### src/verilog/hf_osc_pkg.sv
// Package: register map, field layout and timing constants of the oscillator control
`default_nettype none
package hf_osc_pkg;
   // Register addresses on the register port
   localparam logic [7:0] ADDR_CONTROL = 8'hb2;
   localparam logic [7:0] ADDR_TRIM = 8'hb3;
   // Control register fields
   localparam int ENABLE_BIT = 7;
   localparam int READY_BIT = 6;
   localparam int SUSPEND_BIT = 5;
   localparam logic [7:0] CONTROL_RESET = 8'h80;
   localparam int DIV_MSB = 1;
   localparam logic [7:0] READ_IDLE = 8'h00;
   // Divide select codes
   localparam logic [1:0] DIV_BY_8 = 2'h0;
   localparam logic [1:0] DIV_BY_4 = 2'h1;
   localparam logic [1:0] DIV_BY_2 = 2'h2;
   localparam logic [1:0] DIV_BY_1 = 2'h3;
   localparam logic [1:0] DIV_RESET = DIV_BY_8;
   // Divider counts, terminal count is one less than the ratio
   localparam logic [2:0] DIV_COUNT_FIRST = 3'h0;
   localparam logic [2:0] DIV_COUNT_STEP = 3'h1;
   localparam logic [2:0] LAST_BY_8 = 3'h7;
   localparam logic [2:0] LAST_BY_4 = 3'h3;
   localparam logic [2:0] LAST_BY_2 = 3'h1;
   localparam logic [2:0] LAST_BY_1 = 3'h0;
   // Trim field
   localparam int TRIM_W = 5;
   localparam int TRIM_MSB = TRIM_W - 1;
   localparam logic [4:0] TRIM_FASTEST = 5'h00;
   localparam logic [4:0] TRIM_SLOWEST = 5'h1f;
   // Oscillator settling time
   localparam int SETTLE_NS = 1000;
   localparam int CLK_PERIOD_NS = 10;
   localparam int SETTLE_CYCLES = (SETTLE_NS + CLK_PERIOD_NS - 1) / CLK_PERIOD_NS;
   localparam int SETTLE_W = 8;
   localparam logic [SETTLE_W-1:0] SETTLE_LAST = 8'(SETTLE_CYCLES - 1);
   localparam logic [SETTLE_W-1:0] SETTLE_FIRST = 8'h00;
   localparam logic [SETTLE_W-1:0] SETTLE_STEP = 8'h01;
   // Clock source selections
   typedef enum logic [1:0] {
      SRC_HF_OSC = 2'h0,
      SRC_LF_OSC = 2'h1,
      SRC_EXT_OSC = 2'h2,
      SRC_MULT = 2'h3
   } sys_src_e;
   typedef enum logic [1:0] {
      USB_SRC_HF_OSC = 2'h0,
      USB_SRC_EXT_OSC = 2'h1,
      USB_SRC_MULT = 2'h2
   } usb_src_e;
   // Register port request
   typedef struct packed {
      logic wr;
      logic rd;
      logic [7:0] addr;
      logic [7:0] wdata;
   } reg_req_s;
   // Wake sources from transceiver and bus-power detector
   typedef struct packed {
      logic usb_event;
      logic bus_power_level;
      logic bus_power_polarity_select;
   } wake_s;
   // Oscillator states
   typedef enum logic [1:0] {
      OSC_OFF = 2'b00,
      OSC_SETTLE = 2'b01,
      OSC_RUN = 2'b11,
      OSC_SUSPEND = 2'b10
   } osc_state_e;
endpackage
`default_nettype wire

### src/verilog/core_clock_divider.sv
// Module: enable-pulse divider for the core clock (by 1, 2, 4 or 8)
`default_nettype none
module core_clock_divider (
   input wire logic core_clk,
   input wire logic rst,
   input wire logic run,
   input wire logic [1:0] divide_select,
   output logic tick
);
   logic [2:0] count_q;
   logic [2:0] count_d;
   logic [2:0] last;

   // Terminal count per divide code
   always_comb begin
      unique case (divide_select)
         hf_osc_pkg::DIV_BY_8: last = hf_osc_pkg::LAST_BY_8;
         hf_osc_pkg::DIV_BY_4: last = hf_osc_pkg::LAST_BY_4;
         hf_osc_pkg::DIV_BY_2: last = hf_osc_pkg::LAST_BY_2;
         hf_osc_pkg::DIV_BY_1: last = hf_osc_pkg::LAST_BY_1;
      endcase
      tick = run && (count_q >= last);
      if (!run || tick) begin
         count_d = hf_osc_pkg::DIV_COUNT_FIRST;
      end else begin
         count_d = count_q + hf_osc_pkg::DIV_COUNT_STEP;
      end
   end

   // Counter register
   always_ff @(posedge core_clk or posedge rst) begin
      if (rst) begin
         count_q <= hf_osc_pkg::DIV_COUNT_FIRST;
      end else begin
         count_q <= count_d;
      end
   end
endmodule // core_clock_divider
`default_nettype wire

### src/verilog/hf_osc_control.sv
// Module: high-frequency oscillator control and core clock derivation
`default_nettype none
module hf_osc_control #(
   parameter logic [4:0] FACTORY_TRIM = 5'h10
) (
   input wire logic core_clk,
   input wire logic rst,
   input wire hf_osc_pkg::reg_req_s req,
   output logic [7:0] rdata,
   input wire hf_osc_pkg::wake_s wake_in,
   input wire logic clock_recovery_en,
   input wire logic [4:0] recovery_trim,
   output logic osc_run,
   output logic [4:0] osc_trim,
   output logic core_clock_tick,
   output hf_osc_pkg::sys_src_e sys_clock_source,
   output hf_osc_pkg::usb_src_e usb_clock_source,
   output logic suspended
);
   // Sequencer state
   hf_osc_pkg::osc_state_e state_q;
   hf_osc_pkg::osc_state_e state_d;

   // Register fields
   logic enable_q;
   logic enable_d;
   logic [1:0] div_q;
   logic [1:0] div_d;
   logic [4:0] trim_q;
   logic [4:0] trim_d;

   // Settling counter
   logic [7:0] settle_q;
   logic [7:0] settle_d;
   logic settle_done;

   // Clock source selections
   hf_osc_pkg::sys_src_e sys_src_q;
   hf_osc_pkg::sys_src_e sys_src_d;
   hf_osc_pkg::usb_src_e usb_src_q;
   hf_osc_pkg::usb_src_e usb_src_d;

   // Read path
   logic [7:0] rdata_q;
   logic [7:0] rdata_d;
   logic [7:0] control_view;
   logic [7:0] trim_view;

   // Decoded requests and write fields
   logic ctl_wr;
   logic trim_wr;
   logic ctl_rd;
   logic trim_rd;
   logic wr_enable;
   logic wr_suspend;
   logic [1:0] wr_divide;
   logic [4:0] wr_trim;

   // Sequencer status
   logic wake;
   logic ready;
   logic settling;
   logic sleeping;
   logic stop_req;
   logic suspend_req;

   wake_detect u_wake (
      .core_clk(core_clk),
      .rst(rst),
      .wake_in(wake_in),
      .wake(wake)
   );

   core_clock_divider u_div (
      .core_clk(core_clk),
      .rst(rst),
      .run(ready),
      .divide_select(div_q),
      .tick(core_clock_tick)
   );

   // Address decode of the register port
   always_comb begin
      ctl_wr = req.wr && (req.addr == hf_osc_pkg::ADDR_CONTROL);
      trim_wr = req.wr && (req.addr == hf_osc_pkg::ADDR_TRIM);
      ctl_rd = req.rd && (req.addr == hf_osc_pkg::ADDR_CONTROL);
      trim_rd = req.rd && (req.addr == hf_osc_pkg::ADDR_TRIM);
   end

   // Fields carried by a write
   always_comb begin
      wr_enable = req.wdata[hf_osc_pkg::ENABLE_BIT];
      wr_suspend = req.wdata[hf_osc_pkg::SUSPEND_BIT];
      wr_divide = req.wdata[hf_osc_pkg::DIV_MSB:0];
      wr_trim = req.wdata[hf_osc_pkg::TRIM_MSB:0];
   end

   // Sequencer status from the state register, settling counter, enable bit and control writes
   always_comb begin
      ready = (state_q == hf_osc_pkg::OSC_RUN);
      settling = (state_q == hf_osc_pkg::OSC_SETTLE);
      sleeping = (state_q == hf_osc_pkg::OSC_SUSPEND);
      settle_done = (settle_q == hf_osc_pkg::SETTLE_LAST);
      stop_req = !enable_q;
      suspend_req = ctl_wr && wr_suspend;
   end

   // Enable bit, next value
   always_comb begin
      enable_d = enable_q;
      if (ctl_wr) begin
         enable_d = wr_enable;
      end
   end

   // Enable bit register, set at reset
   always_ff @(posedge core_clk or posedge rst) begin
      if (rst) begin
         enable_q <= hf_osc_pkg::CONTROL_RESET[hf_osc_pkg::ENABLE_BIT];
      end else begin
         enable_q <= enable_d;
      end
   end

   // Divide select, next value
   always_comb begin
      div_d = div_q;
      if (ctl_wr) begin
         div_d = wr_divide;
      end
   end

   // Divide select register, divide by eight at reset
   always_ff @(posedge core_clk or posedge rst) begin
      if (rst) begin
         div_q <= hf_osc_pkg::DIV_RESET;
      end else begin
         div_q <= div_d;
      end
   end

   // Trim, next value; clock recovery overrides software writes
   always_comb begin
      trim_d = trim_q;
      if (clock_recovery_en) begin
         trim_d = recovery_trim;
      end else if (trim_wr) begin
         trim_d = wr_trim;
      end
   end

   // Trim register, factory value at reset
   always_ff @(posedge core_clk or posedge rst) begin
      if (rst) begin
         trim_q <= FACTORY_TRIM;
      end else begin
         trim_q <= trim_d;
      end
   end

   // Settling counter, counts only while settling
   always_comb begin
      settle_d = hf_osc_pkg::SETTLE_FIRST;
      if (settling) begin
         settle_d = settle_q + hf_osc_pkg::SETTLE_STEP;
      end
   end

   // Settling counter register
   always_ff @(posedge core_clk or posedge rst) begin
      if (rst) begin
         settle_q <= hf_osc_pkg::SETTLE_FIRST;
      end else begin
         settle_q <= settle_d;
      end
   end

   // Oscillator state sequence; disable wins over every other request
   always_comb begin
      state_d = state_q;
      unique case (state_q)
         hf_osc_pkg::OSC_OFF: begin
            if (enable_q) begin
               state_d = hf_osc_pkg::OSC_SETTLE;
            end
         end
         hf_osc_pkg::OSC_SETTLE: begin
            if (stop_req) begin
               state_d = hf_osc_pkg::OSC_OFF;
            end else if (settle_done) begin
               state_d = hf_osc_pkg::OSC_RUN;
            end
         end
         hf_osc_pkg::OSC_RUN: begin
            if (stop_req) begin
               state_d = hf_osc_pkg::OSC_OFF;
            end else if (suspend_req) begin
               state_d = hf_osc_pkg::OSC_SUSPEND;
            end
         end
         hf_osc_pkg::OSC_SUSPEND: begin
            if (stop_req) begin
               state_d = hf_osc_pkg::OSC_OFF;
            end else if (wake) begin
               state_d = hf_osc_pkg::OSC_SETTLE;
            end
         end
      endcase
   end

   // State register; oscillator starts up out of reset
   always_ff @(posedge core_clk or posedge rst) begin
      if (rst) begin
         state_q <= hf_osc_pkg::OSC_SETTLE;
      end else begin
         state_q <= state_d;
      end
   end

   // Core clock source, held; no selection logic in this block
   always_comb begin
      sys_src_d = sys_src_q;
   end

   // Core clock source register
   always_ff @(posedge core_clk or posedge rst) begin
      if (rst) begin
         sys_src_q <= hf_osc_pkg::SRC_HF_OSC;
      end else begin
         sys_src_q <= sys_src_d;
      end
   end

   // USB clock source, held
   always_comb begin
      usb_src_d = usb_src_q;
   end

   // USB clock source register
   always_ff @(posedge core_clk or posedge rst) begin
      if (rst) begin
         usb_src_q <= hf_osc_pkg::USB_SRC_HF_OSC;
      end else begin
         usb_src_q <= usb_src_d;
      end
   end

   // Control register image; suspend bit reads zero
   always_comb begin
      control_view = hf_osc_pkg::READ_IDLE;
      control_view[hf_osc_pkg::ENABLE_BIT] = enable_q;
      control_view[hf_osc_pkg::READY_BIT] = ready;
      control_view[hf_osc_pkg::DIV_MSB:0] = div_q;
   end

   // Trim register image
   always_comb begin
      trim_view = hf_osc_pkg::READ_IDLE;
      trim_view[hf_osc_pkg::TRIM_MSB:0] = trim_q;
   end

   // Read data, next value; unmapped reads give zero
   always_comb begin
      rdata_d = hf_osc_pkg::READ_IDLE;
      if (ctl_rd) begin
         rdata_d = control_view;
      end else if (trim_rd) begin
         rdata_d = trim_view;
      end
   end

   // Read data register
   always_ff @(posedge core_clk or posedge rst) begin
      if (rst) begin
         rdata_q <= hf_osc_pkg::READ_IDLE;
      end else begin
         rdata_q <= rdata_d;
      end
   end

   // Outputs
   always_comb begin
      rdata = rdata_q;
      osc_run = settling || ready;
      osc_trim = trim_q;
      suspended = sleeping;
      sys_clock_source = sys_src_q;
      usb_clock_source = usb_src_q;
   end
endmodule // hf_osc_control
`default_nettype wire

### src/verilog/wake_detect.sv
// Module: wake request from USB activity or bus-power polarity match
`default_nettype none
module wake_detect (
   input wire logic core_clk,
   input wire logic rst,
   input wire hf_osc_pkg::wake_s wake_in,
   output logic wake
);
   logic usb_q;
   logic match_q;
   logic usb_d;
   logic match_d;

   // Transceiver sense runs even when it is disabled
   always_comb begin
      usb_d = wake_in.usb_event;
      match_d = (wake_in.bus_power_level == wake_in.bus_power_polarity_select);
      wake = usb_q || match_q;
   end

   // Registered wake sources
   always_ff @(posedge core_clk or posedge rst) begin
      if (rst) begin
         usb_q <= 1'b0;
         match_q <= 1'b0;
      end else begin
         usb_q <= usb_d;
         match_q <= match_d;
      end
   end
endmodule // wake_detect
`default_nettype wire
### config.mk
export PLATFORM = sky130hd
export DESIGN_NAME = hf_osc_control
export DESIGN_NICKNAME = d
export VERILOG_FILES = /design/src/verilog/hf_osc_pkg.sv /design/src/verilog/core_clock_divider.sv /design/src/verilog/hf_osc_control.sv /design/src/verilog/wake_detect.sv
export SDC_FILE = /design/constraint.sdc
export NUM_CORES = 1
export LEC_CHECK = 0
export ABC_CLOCK_PERIOD_IN_PS = 2270
export BUFFER_PORTS_ARGS = -buffer_cell sky130_fd_sc_hd__buf_4
export CELL_PAD_IN_SITES_DETAIL_PLACEMENT = 1
export CELL_PAD_IN_SITES_GLOBAL_PLACEMENT = 1
export CORE_ASPECT_RATIO = 1.4
export CORE_UTILIZATION = 35
export DETAILED_ROUTE_END_ITERATION = 10
export PLACE_DENSITY_LB_ADDON = 0.1
export SYNTH_ARGS = -nofsm -noshare
export SYNTH_HDL_FRONTEND = slang
export SYNTH_SLANG_ARGS = --single-unit
### constraint.sdc
create_clock -name core_clk -period 2.27 [get_ports core_clk]
set_input_delay 0.227 -clock core_clk [delete_from_list [all_inputs] [get_ports core_clk]]
set_output_delay 0.227 -clock core_clk [all_outputs]
set_load 0.1 [all_outputs]
==> impl_metrics.csv, run 1 <==
group,metric,value,unit
status,status,"completed",
grt,gr-usage-all-layers,0.1470,
power_and_ir_drop,netSwitchingFraction,0.2886,
power_and_ir_drop,clockPowerShare,0.355,
cells_and_area,final_common_cell,"buf_4",
drt,maxUsedRoutingLayer,"met4",
sta,report.final.slew_viol_count,0,
critical_path,crit_path_cell_trace,"nand2_1, ha_1, nand2b_1, a21o_1, a21o_1, nor2b_2, buf_4",
cells_and_area,fin_area,1826,sq um
die,coreArea,3741,sq um
critical_path,arrival,1.91,ns
critical_path,cp-endpoint,"core_clock_tick",
power_and_ir_drop,seq_power_share,0.471,
run,max_cap_viol_count,0,
sta,rsz0062_at_grt,"no",
critical_path,crit_path_start,"div_q[0]",
sta,fin_setup_tns,0,ns
logic_synthesis,ys_ff_latch,30,
placement,dp.cells,209,
critical_path,crit_path_end_kind,"primary output",
drt,drc,0,
logic_synthesis,ys_warn_count,0,
critical_path,cp_num_cells,7,
drt,first_iter_violations,9,
critical_path,crit_buf_inv,1,
drt,drt-met1-wl,1.178,mm
cells_and_area,finish.utilization,0.4880,
sta,setup-violations-final,0,
critical_path,critical_path_class,"reg -> out",
grt,grt_pass1_wl,4.940,mm
clock_tree,cts_max_path_buffers,2,
placement,gp_congestion,0.7264,
logic_synthesis,synth_edf_count,0,
critical_path,rrSetupSlack,0.49,ns
sta,period_share,0.9395,
power_and_ir_drop,vdd_drop_max,371.8,uV
cells_and_area,area_growth,30.15,%
drt,wl_per_cell,13.60,um
clock_tree,cts_hold_buf,0,
die,boundaryPins,49,
drt,dr_total_vias,1080,
critical_path,crit_family,"flip-flops",
cells_and_area,fin_cells,217,
cells_and_area,drive_gt1_frac,0.3429,
clock_tree,cts.sinks,30,
power_and_ir_drop,pwr-share-comb,0.175,
logic_synthesis,synthArstFlopShare,1.000,
power_and_ir_drop,power.total,1.209,mW
critical_path,crit_fanout,4,
die,start_util,0.3749,
critical_path,reg2reg_depth,4,
drt,wl_met3,129,um
cells_and_area,layout_common_cells,"buf_4 (43), dfrtp_1 (26), nor2_1 (15)",
clock_tree,clkSlewWorstSetupHoldPaths,0.06,ns
grt,first_global_vias,1143,
critical_path,r2r-end,"state_q[1]",
die,rows,26,
power_and_ir_drop,p_int,0.8601,mW
die,die_x,55.50,um
critical_path,cp_data_required_time,2.04,ns
cells_and_area,fin_nets,208,
drt,totalWireLength,2.952,mm
placement,placed_area,1733,sq um
cells_and_area,diodes,0,
logic_synthesis,syn_area_per_cell,10.79,sq um
sta,finalHoldViolations,0,
grt,antenna_found_initial,0,
clock_tree,cts_root_buffer,"clkbuf_8",
drt,ant_nets,0,
logic_synthesis,synth.distinct_cells,34,
placement,portBuffers,42,
grt,grt-ovfl-total,0,
placement,dp.final_hpwl,2.363,mm
grt,grt_max_degree,31,
critical_path,path_common_cell,"a21o_1",
critical_path,cp_slowest_cell,"dfrtp_1",
clock_tree,cts_made_buffers,5,
sta,finClkSkew,0.003892,ns
clock_tree,cts_tree,"built",
critical_path,start_kind,"register",
critical_path,r2r_start,"settle_q[0]",
clock_tree,htree_levels,2,
logic_synthesis,syn_area,1403,sq um
die,die_area,4268,sq um
sta,min_period,2.133,ns
power_and_ir_drop,p_leak,0.9084,nW
logic_synthesis,ys.flop_type,"dfrtp_1",
sta,max_freq,468.9,MHz
die,die_y,76.90,um
min_path,hp-class,"in -> async",
power_and_ir_drop,switching_power,0.3489,mW
logic_synthesis,yosysSeqAreaShare,0.5379,
drt,first_pass_iters,2,
critical_path,cpPeakStageDelay,0.39,ns
clock_tree,clk_latency,0.27,ns
drt,vias_per_cell,4.977,
logic_synthesis,synth_cells,130,
power_and_ir_drop,power.density,662.3,nW/um^2
drt,met2_length,1.605,mm
power by group through the flow:
stage	clock, mW	combinational [mW]	sequential (mW)
2_1_floorplan	0	0.0914	0.641
3_3_place_gp	0	0.210	0.577
3_5_place_dp	0	0.213	0.578
4_1_cts	0.444	0.213	0.569
5_1_grt	0.466	0.222	0.572
6_report	0.429	0.211	0.569
worst reg2reg max path, cell delays in order (launching register included):
cell and delay [ns]:
dfrtp_1 0.38, ha_1 0.24, or4b_1 0.46, or4b_1 0.50, a21boi_1 0.13
cell type report:
type,instances,area [sq um]
fill,422,1916
sequential,30,755.7
multi-input combinational,91,591.8
timing repair buffer,43,322.8
clock buffer,7,86.33
tap,42,52.55
inverter,3,11.26
clock inverter,1,5.005
routing by layer:
metal	vias to the layer above	track usage
met5	-	0
met4	0	0.06750
met2	32	0.2627
met3	4	0.04216
met1	523	0.1571
li1	521	-
worst min path at each step:
| stage | start | to | slack [ns] | cells past startpoint |
|---|---|---|---|---|
| floorplan | wake_in[2] | u_wake.usb_q | 0.26 | 0 |
| global placement | rst | rdata[4] | 0.32 | 3 |
| detailed placement | rst | settle_q[2] | 0.33 | 3 |
| CTS | rst | settle_q[4] | 0.03 | 3 |
| global route | wake_in[2] | u_wake.usb_q | 0.04 | 1 |
| finish | rst | rdata[3] | 0.03 | 3 |
flip-flops by register name, indices dropped and copies added, names as in the netlist:
| register | count |
|---|---|
| osc_trim | 5 |
| enable_q | 1 |
| rdata | 7 |
| u_div.count_q | 3 |
| settle_q | 8 |
| u_wake.usb_q | 1 |
| div_q | 2 |
| state_q | 2 |
| u_wake.match_q | 1 |
metrics by stage:
step                      hold slack (ns)  setup WS [ns]
after floorplan                    0.2584        0.04228
after global placement             0.3239         0.4368
after detailed placement           0.3341         0.3904
after CTS                         0.03439        0.07532
after global routing              0.04296        0.02638
final                             0.02931         0.1373
synthesized netlist by cell type, drive strengths merged (4+ instances only):
cell type | count | share of area
a21oi | 7 | 0.025
buf | 6 | 0.030
dfrtp | 27 | 0.48
ha | 5 | 0.045
mux2i | 7 | 0.050
nand2 | 7 | 0.019
nand3 | 4 | 0.014
nor2 | 16 | 0.043
nor3 | 5 | 0.018
xnor2 | 4 | 0.025
cells by family (layout without fill, tap and decap cells):
group,after synthesis,in the layout,share of synthesized area
adder cells (fa/ha/maj),5,5,0.04460
buffers and inverters,13,54,0.05441
flip-flops,30,30,0.5379
AO/OA/AOI/OAI,15,15,0.06422
XOR/XNOR,6,6,0.03747
other,1,5,0.002674
multiplexers,10,10,0.07404
AND/OR/NAND/NOR,50,50,0.1847
timing repair:
item / CTS / global route
gates resized for setup: 0 / 1
buffers inserted: 0 / 0
endpoints found under the setup margin: 0 / 1
No activity file was read; power rests on OpenSTA's default activity.
==> inputs of run 2 (changes only) <==
--- a/config.mk
+++ b/config.mk
@@ -12,7 +12,10 @@
 export CORE_ASPECT_RATIO = 1.4
 export CORE_UTILIZATION = 35
 export DETAILED_ROUTE_END_ITERATION = 10
+export GPL_TIMING_DRIVEN = 0
+export MAX_ROUTING_LAYER = met4
 export PLACE_DENSITY_LB_ADDON = 0.1
+export REMOVE_ABC_BUFFERS = 1
 export SYNTH_ARGS = -nofsm -noshare
 export SYNTH_HDL_FRONTEND = slang
 export SYNTH_SLANG_ARGS = --single-unit
==> run 2 against run 1 <==
Effect of this change:
- cell count down 0.46%
- clock power is 16% higher
- register-to-register slack got worse by 0.02 ns
- combinational power barely moved
- worst hold slack better by 0.023 ns
==> impl_metrics.csv, run 2 (synthesized netlist as in run 1, its figures left out) <==
group,metric,value,unit
cells_and_area,fin_cells,216,
cells_and_area,diodes,0,
sta,period_share,0.9383,
clock_tree,cts.sinks,30,
power_and_ir_drop,clockPowerShare,0.390,
power_and_ir_drop,power.total,1.278,mW
clock_tree,cts_max_path_buffers,2,
cells_and_area,finish.utilization,0.4896,
min_path,hp-class,"in -> reg",
die,coreArea,3741,sq um
sta,setup_slack,0.1401,ns
drt,ant_nets,0,
critical_path,crit_buf_inv,1,
critical_path,crit_path_cell_trace,"or2_2, ha_1, a21o_1, nor2b_1, buf_4",
placement,place_ws,0.3961,ns
power_and_ir_drop,p_int,0.9206,mW
critical_path,cp_num_cells,5,
drt,first_iter_violations,24,
die,boundaryPins,49,
grt,first_global_vias,1125,
critical_path,crit_family,"flip-flops",
sta,rsz0062_at_grt,"no",
clock_tree,cts_setup_buffers,0,
clock_tree,cts_made_buffers,5,
drt,dr_total_vias,1075,
drt,wl_per_cell,13.81,um
run,max_cap_viol_count,0,
critical_path,reg2reg_depth,4,
critical_path,crit_path_end_kind,"primary output",
drt,first_pass_iters,3,
sta,finalHoldViolations,0,
clock_tree,cts_hold_buf,0,
cells_and_area,final_common_cell,"buf_4",
cells_and_area,num-fill-cells,428,
cells_and_area,layout_common_cells,"buf_4 (42), dfrtp_1 (26), nor2_1 (16), clkbuf_8 (8)",
cells_and_area,fin_nets,207,
placement,portBuffers,42,
die,start_util,0.3749,
sta,report.final.slew_viol_count,0,
sta,max_freq,469.5,MHz
clock_tree,htree_levels,2,
cells_and_area,area_growth,30.60,%
placement,dp.cells,208,
power_and_ir_drop,power.density,697.6,nW/um^2
critical_path,cp_data_required_time,2.04,ns
sta,finClkSkew,0.003040,ns
placement,gp_congestion,0.7282,
power_and_ir_drop,switching_power,0.3572,mW
cells_and_area,drive_gt1_frac,0.3333,
die,die_area,4268,sq um
sta,worstMarginPinSlew,1.104,ns
clock_tree,cts_tree,"built",
grt,grt_pass1_wl,4.940,mm
critical_path,crit_fanout,5,
grt,grt-ovfl-total,0,
power_and_ir_drop,netSwitchingFraction,0.2795,
critical_path,arrival,1.90,ns
grt,antenna_found_initial,0,
min_path,hold_depth,1,
clock_tree,clkSlewWorstSetupHoldPaths,0.06,ns
power_and_ir_drop,p_leak,0.9135,nW
die,rows,26,
cells_and_area,regMostFlops,"settle_q",
drt,vias_per_cell,4.977,
status,status,"completed",
clock_tree,clk_latency,0.28,ns
drt,drc,0,
sta,min_period,2.130,ns
drt,totalWireLength,2.982,mm
sta,setup-violations-final,0,
clock_tree,cts_root_buffer,"clkbuf_8",
critical_path,critical_path_class,"reg -> out",
critical_path,cp_slowest_cell,"dfrtp_2",
sta,relSlewSlack,0.2632,
power_and_ir_drop,seq_power_share,0.446,
placement,dp.final_hpwl,2.383,mm
grt,gr-usage-all-layers,0.1559,
cells_and_area,largest_reg_flops,8,
grt,grt_max_degree,31,
power_and_ir_drop,vdd_drop_max,476.9,uV
die,die_y,76.90,um
power_and_ir_drop,pwr-share-comb,0.164,
die,die_x,55.50,um
critical_path,start_kind,"register",
critical_path,cpPeakStageDelay,0.44,ns
==> run 2: cell types whose count changed in the layout (fill, tap and decap cells not counted) <==
cell / change
nor2_1: +1
nor2_2: -1
nor2b_1: +1
clkbuf_8: +2
nor2b_2: -1
clkbuf_1: -1
buf_4: -1
clkinv_2: -1
==> run 2: through the flow <==
| step | TNS [ns] | hold WS [ns] | cell area [sq um] |
|---|---|---|---|
| after floorplan | -0.4338 | 0.2584 | 1353 |
| after global placement | 0 | 0.3379 | 1720 |
| after detailed placement | 0 | 0.3382 | 1720 |
| after CTS | 0 | 0.04410 | 1831 |
| after global routing | 0 | 0.03945 | 1832 |
| final | 0 | 0.05239 | 1832 |
==> run 2: path summary, 6_finish.rpt <==
| path | startpoint | endpoint | slack, ns |
|---|---|---|---|
| worst min register to register | settle_q[0] | settle_q[0] | 0.49 |
| max in group asynchronous | rst | div_q[1] | 1.29 |
| min in group asynchronous | rst | settle_q[3] | 0.23 |
| worst min-delay path | wake_in[2] | u_wake.usb_q | 0.05 |
| worst max-delay path | div_q[1] | core_clock_tick | 0.14 |
| worst max register to register | settle_q[0] | state_q[1] | 0.47 |
==> run 2: power groups by stage <==
stage	clock (mW)	combinational (mW)	sequential, mW
floorplan	0	0.0710	0.649
global placement	0	0.208	0.577
detailed placement	0	0.212	0.578
CTS	0.513	0.213	0.569
global route	0.537	0.222	0.572
finish	0.498	0.210	0.569
==> run 2: cell type report <==
class | instances | area (sq um) | share of cell area
clock buffer | 8 | 110.1 | 0.06011
inverter | 3 | 11.26 | 0.006148
multi-input combinational | 91 | 586.8 | 0.3204
sequential | 30 | 755.7 | 0.4126
tap | 42 | 52.55 | 0.02869
timing repair buffer | 42 | 315.3 | 0.1721
==> run 2: what timing repair did <==
| action | 4_1_cts | 5_1_grt |
|---|---|---|
| setup endpoints to repair | 0 | 1 |
| hold endpoints to repair | 0 | 0 |
| resized for setup | 0 | 1 |
==> run 2: layer usage <==
metal	vias up	GRT usage	wire [um]
met5	-	-	0
li1	518	-	-
met4	0	0.07500	54
met2	38	0.2614	1604
met1	514	0.1679	1185
met3	5	0.04384	137
